File: config.mk
export PLATFORM = sky130hd
export DESIGN_NAME = split_reload_capture_timer
export DESIGN_NICKNAME = d
export VERILOG_FILES = /design/src/rtl/split_timer_pkg.sv /design/src/rtl/split_reload_capture_timer.sv
export VERILOG_INCLUDE_DIRS = /design/src /design/src/rtl
export SDC_FILE = /design/constraint.sdc
export NUM_CORES = 1
export LEC_CHECK = 0
export BUFFER_PORTS_ARGS = -buffer_cell sky130_fd_sc_hd__buf_2
export CAP_MARGIN = 15
export CORE_MARGIN = 2
export CORE_UTILIZATION = 50
export CTS_CLUSTER_DIAMETER = 120
export DETAILED_ROUTE_END_ITERATION = 10
export GPL_ROUTABILITY_DRIVEN = 0
export GPL_TIMING_DRIVEN = 0
export MAX_ROUTING_LAYER = met4
export PLACE_DENSITY = 0.72
export SYNTH_ARGS = -nofsm -noshare
export SYNTH_HDL_FRONTEND = slang
export SYNTH_SLANG_ARGS = --single-unit
export TNS_END_PERCENT = 1
File: constraint.sdc
create_clock -name i_clock -period 2 [get_ports i_clock]
set_clock_uncertainty 0.05 [all_clocks]
set_input_delay 0.2 -clock i_clock [delete_from_list [all_inputs] [get_ports i_clock]]
set_output_delay 0.2 -clock i_clock [all_outputs]
set_load 0.01 [all_outputs]
File: src/rtl/split_timer_defines.svh
// constants for the split reload/capture timer
// ****************************************************************
// ****************************************************************
`ifndef SPLIT_TIMER_DEFINES_SVH
`define SPLIT_TIMER_DEFINES_SVH

// special function register addresses
`define ADDR_TIMER_CONTROL        8'hB9
`define ADDR_RELOAD_CAPTURE_LOW   8'hBA
`define ADDR_RELOAD_CAPTURE_HIGH  8'hBB
`define ADDR_COUNT_LOW            8'hBC
`define ADDR_COUNT_HIGH           8'hBD

// timer_control bit positions
`define BIT_HIGH_HALF_FLAG        7
`define BIT_LOW_HALF_FLAG         6
`define BIT_LOW_HALF_IRQ_ENABLE   5
`define BIT_SPLIT_SELECT          4
`define BIT_HIGH_HALF_CAP_ENABLE  3
`define BIT_LOW_HALF_CAP_ENABLE   2
`define BIT_HIGH_HALF_RUN         1
`define BIT_LOW_HALF_RUN          0

// reset values and constants
`define RESET_BYTE                8'h00
`define BYTE_ALL_ONES             8'hFF
`define READ_UNMAPPED             8'h00

`endif

File: src/rtl/split_timer_pkg.sv
// types shared by the split reload/capture timer
package split_timer_pkg;
  typedef logic [7:0]  sfr_byte_t;
  typedef logic [15:0] count_t;
endpackage

File: src/rtl/split_reload_capture_timer.sv
// split reload/capture timer with special function register access
`timescale 1ns/10ps
`include "split_timer_defines.svh"

module split_reload_capture_timer (
  // clock and reset
  input  wire logic                  i_clock,
  input  wire logic                  i_nrst,
  // special function register bus
  input  wire logic [7:0]            i_sfr_addr,
  input  wire logic                  i_sfr_wr,
  input  wire split_timer_pkg::sfr_byte_t i_sfr_wdata,
  output split_timer_pkg::sfr_byte_t o_sfr_rdata,
  // count tick from the core clock domain
  input  wire logic                  i_tick,
  // capture event pins, asynchronous
  input  wire logic                  i_capture_low,
  input  wire logic                  i_capture_high,
  // interrupt request
  output logic                       o_irq
);
  import split_timer_pkg::*;

  // ****************************************************************
  // registers
  // ****************************************************************
  sfr_byte_t ctrl_q, ctrl_d;
  count_t    count_q, count_d;
  count_t    reload_q, reload_d;
  sfr_byte_t rdata_q, rdata_d;
  logic [1:0] sync1_q, sync2_q, sync3_q;
  logic [1:0] sync1_d, sync2_d, sync3_d;

  // ****************************************************************
  // decode of control fields
  // ****************************************************************
  logic split, run_l, run_h, cap_mode_l, cap_mode_h, irq_en;
  logic tick_l, tick_h, ovf_l, ovf_h, cap_ev_l, cap_ev_h;
  logic set_flag_l, set_flag_h;
  logic wr_ctrl, wr_rl, wr_rh, wr_cl, wr_ch;

  assign split      = ctrl_q[`BIT_SPLIT_SELECT];
  assign run_l      = ctrl_q[`BIT_LOW_HALF_RUN];
  assign run_h      = ctrl_q[`BIT_HIGH_HALF_RUN];
  assign irq_en     = ctrl_q[`BIT_LOW_HALF_IRQ_ENABLE];
  // the high capture bit is ignored in wide mode
  assign cap_mode_l = ctrl_q[`BIT_LOW_HALF_CAP_ENABLE];
  assign cap_mode_h = split ? ctrl_q[`BIT_HIGH_HALF_CAP_ENABLE]
                            : ctrl_q[`BIT_LOW_HALF_CAP_ENABLE];

  // write strobes, address decode
  always_comb begin
    wr_ctrl = 1'b0;
    wr_rl   = 1'b0;
    wr_rh   = 1'b0;
    wr_cl   = 1'b0;
    wr_ch   = 1'b0;
    if (i_sfr_addr == `ADDR_TIMER_CONTROL) begin
      wr_ctrl = i_sfr_wr;
    end else if (i_sfr_addr == `ADDR_RELOAD_CAPTURE_LOW) begin
      wr_rl = i_sfr_wr;
    end else if (i_sfr_addr == `ADDR_RELOAD_CAPTURE_HIGH) begin
      wr_rh = i_sfr_wr;
    end else if (i_sfr_addr == `ADDR_COUNT_LOW) begin
      wr_cl = i_sfr_wr;
    end else if (i_sfr_addr == `ADDR_COUNT_HIGH) begin
      wr_ch = i_sfr_wr;
    end
  end

  // ****************************************************************
  // capture pin synchronisers and edge detect
  // ****************************************************************
  // the first stage feeds only the second; edges come from stages 2 and 3
  always_comb begin
    sync1_d = {i_capture_high, i_capture_low};
    sync2_d = sync1_q;
    sync3_d = sync2_q;
  end

  // wide mode uses the low capture pin for the whole counter
  assign cap_ev_l = sync2_q[0] & ~sync3_q[0];
  assign cap_ev_h = split ? (sync2_q[1] & ~sync3_q[1]) : cap_ev_l;

  always_ff @(posedge i_clock or negedge i_nrst) begin
    if (!i_nrst) begin
      sync1_q <= 2'b00;
      sync2_q <= 2'b00;
      sync3_q <= 2'b00;
    end else begin
      sync1_q <= sync1_d;
      sync2_q <= sync2_d;
      sync3_q <= sync3_d;
    end
  end

  // ****************************************************************
  // counting, overflow and capture events
  // ****************************************************************
  // in wide mode either run bit starts the whole counter
  assign tick_l = i_tick & (split ? run_l : (run_l | run_h));
  assign tick_h = split ? (i_tick & run_h)
                        : (tick_l & (count_q[7:0] == `BYTE_ALL_ONES));
  assign ovf_l  = tick_l & (count_q[7:0] == `BYTE_ALL_ONES);
  assign ovf_h  = tick_h & (count_q[15:8] == `BYTE_ALL_ONES);

  // flag sources: wide capture turns the low flag into a 17th bit
  always_comb begin
    if (split) begin
      set_flag_l = cap_mode_l ? cap_ev_l : ovf_l;
      set_flag_h = cap_mode_h ? cap_ev_h : ovf_h;
    end else if (cap_mode_l) begin
      set_flag_l = ovf_h;
      set_flag_h = cap_ev_l;
    end else begin
      set_flag_l = ovf_l;
      set_flag_h = ovf_h;
    end
  end

  // next count, reload/capture and control values
  always_comb begin
    count_d  = count_q;
    reload_d = reload_q;
    ctrl_d   = ctrl_q;
    // low half, outside capture mode: reloads on its own wrap in split timer mode, on the 16-bit wrap in wide mode
    if (tick_l) begin
      if (split && ovf_l && !cap_mode_l) begin
        count_d[7:0] = reload_q[7:0];
      end else if (!split && ovf_h && !cap_mode_l) begin
        count_d[7:0] = reload_q[7:0];
      end else begin
        count_d[7:0] = count_q[7:0] + 8'h01;
      end
    end
    if (tick_h) begin
      if (ovf_h && !cap_mode_h) begin
        count_d[15:8] = reload_q[15:8];
      end else begin
        count_d[15:8] = count_q[15:8] + 8'h01;
      end
    end
    // captures store the live count into the reload/capture bytes
    if (cap_mode_l && cap_ev_l) begin
      reload_d[7:0] = count_q[7:0];
    end
    if (cap_mode_h && cap_ev_h) begin
      reload_d[15:8] = count_q[15:8];
    end
    // software writes act at once, no shadow stage
    if (wr_rl) begin
      reload_d[7:0] = i_sfr_wdata;
    end
    if (wr_rh) begin
      reload_d[15:8] = i_sfr_wdata;
    end
    if (wr_cl) begin
      count_d[7:0] = i_sfr_wdata;
    end
    if (wr_ch) begin
      count_d[15:8] = i_sfr_wdata;
    end
    if (wr_ctrl) begin
      ctrl_d = i_sfr_wdata;
    end
    // a hardware set wins over a software clear in the same cycle
    if (set_flag_l) begin
      ctrl_d[`BIT_LOW_HALF_FLAG] = 1'b1;
    end
    if (set_flag_h) begin
      ctrl_d[`BIT_HIGH_HALF_FLAG] = 1'b1;
    end
  end

  // registered read data, one cycle after the address
  always_comb begin
    if (i_sfr_addr == `ADDR_TIMER_CONTROL) begin
      rdata_d = ctrl_q;
    end else if (i_sfr_addr == `ADDR_RELOAD_CAPTURE_LOW) begin
      rdata_d = reload_q[7:0];
    end else if (i_sfr_addr == `ADDR_RELOAD_CAPTURE_HIGH) begin
      rdata_d = reload_q[15:8];
    end else if (i_sfr_addr == `ADDR_COUNT_LOW) begin
      rdata_d = count_q[7:0];
    end else if (i_sfr_addr == `ADDR_COUNT_HIGH) begin
      rdata_d = count_q[15:8];
    end else begin
      rdata_d = `READ_UNMAPPED;
    end
  end

  always_ff @(posedge i_clock or negedge i_nrst) begin
    if (!i_nrst) begin
      ctrl_q   <= `RESET_BYTE;
      count_q  <= {`RESET_BYTE, `RESET_BYTE};
      reload_q <= {`RESET_BYTE, `RESET_BYTE};
      rdata_q  <= `RESET_BYTE;
    end else begin
      ctrl_q   <= ctrl_d;
      count_q  <= count_d;
      reload_q <= reload_d;
      rdata_q  <= rdata_d;
    end
  end

  assign o_sfr_rdata = rdata_q;
  // level request, follows the flags with no extra delay
  assign o_irq = ctrl_q[`BIT_HIGH_HALF_FLAG]
               | (ctrl_q[`BIT_LOW_HALF_FLAG] & irq_en);
endmodule

==> impl_metrics.yaml <==
power:
  power_report.internal_total_uw: 1890
  part_of_the_power_in_combinational_logic_pct: 25.9
  power.net_switching_uw: 957
  worst_ir_drop_vdd_uv: 660
  share_clk_of_total_power_pct: 20.5
  power_density_nw_per_um2: 788
  power_frac_seq_pct: 53.6
  cellLeakagePower_uw: 0.00156
  total_power_consumption_uw: 2840
  switching_power_share_of_the_total_pct: 33.7
min_path:
  worstHoldPathType: "input pin to register"
timing:
  max_freq_mhz: 508
  rsz_0062_raised_after_global_routing: "true"
  period_needed_ps: 1970
  timing.final.crit_share_pct: 98.4
  setup_total_negative_slack_ps: 0
  finalSetupViolations: 0
  holdWs_ps: 134
  slew_violations: 0
  slew-limit-headroom_pct: 40.1
  tightest_slew_ps: 897
  report.final.hold_viol_count: 0
cts:
  cts.root.buffer_cell: "sky130_fd_sc_hd__clkbuf_8"
  cts_tree: "built"
  clock_tree.htree_level_count: 2
  tritoncts.num_buffers: 5
  clock_insertion_delay_worst_skew_ps: 310
  clk_transition_reported_paths_ps: 100
  cts.path.max_buffers: 2
  clock-sinks: 54
detailed_routing:
  totalWireLength_mm: 8.51
  drt_wl_cell_um: 19.4
  postRouteAntennaNets: 0
  drt_pass1_iterations: 5
  routed-via-count: 2788
  drcViolationCount: 0
  drt_iter0_markers: 290
  vias_per_cell: 6.37
setup_path:
  timing.critical_path.to_type: "register"
  critical_path_required_ps: 2200
  crit_path_max_fanout: 7
  crit_path_dat_ps: 2170
  setup.worst_path.start_class: "register"
  path_class: "register to register"
grt:
  grt_max_degree: 55
  first_global_vias: 2568
  global_route_wire_length_before_repair_mm: 13.4
  grt_antenna_before_repair: 0
  grt-ovfl-total: 0
  groute.usage.overall_pct: 24.9
logic_synthesis:
  yosys_warnings: 0
  syn_nets: 343
  synth-async-reset-ratio_pct: 100
  synth.avg_cell_area_sq_um: 9.83
  post_synth_inst_count: 319
  yosys.cell_types.count: 61
  synth_edf_count: 0
  postSynthRegisterBits: 54
  synth_sequential_area_ratio_pct: 43.1
  synth_flop_cell: "sky130_fd_sc_hd__dfrtp_1"
  synth.area.top_cells: "sky130_fd_sc_hd__dfrtp_1, sky130_fd_sc_hd__mux2i_1, sky130_fd_sc_hd__mux2_2, sky130_fd_sc_hd__nand2_1, sky130_fd_sc_hd__o21ai_0"
  area_of_the_mapped_netlist_sq_um: 3140
  synth_top_cell_by_area: "sky130_fd_sc_hd__dfrtp_1"
  netlist.area_leader.share_pct: 43.1
floorplanning:
  die_height_um: 83.2
  design.core.area_sq_um: 5990
  floorplan.die.width_um: 83.2
  initial_utilization_pct: 52.4
  placementRows: 28
  die_area_sq_um: 6920
  number_of_ports_placed_on_the_die_boundary: 31
layout:
  layout.cells.most_common: "sky130_fd_sc_hd__dfrtp_1"
  nNetsFinal: 387
  share_of_post_route_cells_with_drive_strength_above_1_pct: 24.8
  flow.area_growth_from_synthesis_pct: 15.0
  n_antenna_cell: 0
  mostFrequentLayoutCells: "sky130_fd_sc_hd__dfrtp_1, sky130_fd_sc_hd__nand2_1, sky130_fd_sc_hd__buf_2"
run_status:
  status: "complete, no violations"
place:
  port_buffers: 30
  place.detailed.hpwl_mm: 5.95
flow_run:
  maxCapViolCount: 0
[power by group through the flow]
| stage | Sequential, uW | Combinational, uW | Clock (uW) |
|---|---|---|---|
| global route | 1540 | 813 | 647 |
| CTS | 1490 | 703 | 602 |
| floorplan | 1440 | 485 | 0 |
| finish | 1520 | 736 | 584 |
| detailed placement | 1520 | 647 | 0 |
| global placement | 1520 | 628 | 0 |
[timing repair]
item,4_1_cts,5_1_grt
gates resized for setup,4,17
setup endpoints to repair,17,21
hold buffers,2,1
hold endpoints to repair,2,54
buffers inserted,2,3
pin swaps,1,5
[registers in the layout, summed over array words and instances (netlist names)]
| signal | cells |
|---|---|
| ctrl_q | 8 |
| reload_q | 16 |
| o_sfr_rdata | 8 |
| sync2_q | 2 |
| sync1_q | 2 |
| count_q | 16 |
| sync3_q | 2 |
[worst max-delay path, cell delays in order (launching register included)]
cell	delay, ps
sky130_fd_sc_hd__dfrtp_1	530
sky130_fd_sc_hd__nand4_2	250
sky130_fd_sc_hd__o21a_1	300
sky130_fd_sc_hd__or4b_1	520
sky130_fd_sc_hd__o2111ai_1	130
sky130_fd_sc_hd__o21a_1	140
[cell usage after synthesis, drive strengths merged (3+ instances only)]
| cell | instances |
|---|---|
| dfrtp | 54 |
| nand2 | 39 |
| o21ai | 30 |
| mux2i | 25 |
| nor2 | 22 |
| a21oi | 17 |
| mux2 | 17 |
| a22oi | 8 |
| buf | 8 |
| clkbuf | 8 |
| and3 | 7 |
| o22ai | 7 |
| nand3 | 5 |
| nor3 | 5 |
| a221oi | 4 |
| inv | 4 |
| nor2b | 4 |
| o211a | 4 |
| o31ai | 4 |
| a31oi | 3 |
| nand4 | 3 |
| o2111ai | 3 |
| o21a | 3 |
| xnor2 | 3 |
| xor2 | 3 |
[through the flow]
step / setup WS [ps] / util, % / instances / instance area, sq um
final: 32.3 / 60.2 / 438 / 3610
after detailed placement: -418 / 56.4 / 424 / 3380
after CTS: -30.6 / 58.6 / 435 / 3510
after global routing: -3.07 / 60.2 / 438 / 3610
after global placement: -365 / 56.4 / 424 / 3380
after floorplan: 83.6 / - / 319 / 3140
[layout make-up]
type / count / area [sq um]
Fill cell: 507 / 2380
Multi-Input combinational cell: 245 / 1760
Sequential cell: 54 / 1360
Timing Repair Buffer: 38 / 220
Tap cell: 75 / 93.8
Buffer: 15 / 87.6
Clock buffer: 5 / 68.8
Inverter: 4 / 15.0
Clock inverter: 2 / 10.0
[layer usage]
metal	vias to the layer above	routed length (um)	global-route usage, %
met2	145	3950	38.4
met3	22	556	3.78
li1	1275	-	-
met4	0	238	7.15
met1	1346	3760	34.4
met5	-	0	-
[kinds of logic after synthesis]
family / synth area share [%]
DFF: 43.1
buffers and inverters: 3.35
xor gates and xnor gates: 1.68
adders and majority gates: 0.798
muxes: 14.2
AOI/OAI and AO/OA: 18.3
and+or+nand+nor: 18.6
[worst paths after layout]
check | to | slack [ps] | cells after the start | startpoint
max in group asynchronous | count_q[8]$_DFFE_PN0P_ | 1000 | 2 | i_nrst
worst max-delay path | count_q[0]$_DFFE_PN0P_ | 30 | 5 | count_q[14]$_DFFE_PN0P_
worst min register to register | sync2_q[1]$_DFF_PN0_ | 310 | 0 | sync1_q[1]$_DFF_PN0_
worst min-delay path | reload_q[0]$_DFFE_PN0P_ | 130 | 3 | i_sfr_wdata[0]
min in group asynchronous | reload_q[14]$_DFFE_PN0P_ | 420 | 2 | i_nrst
worst max register to register | count_q[0]$_DFFE_PN0P_ | 30 | 5 | count_q[14]$_DFFE_PN0P_
Power figures use the tool's default switching activity.
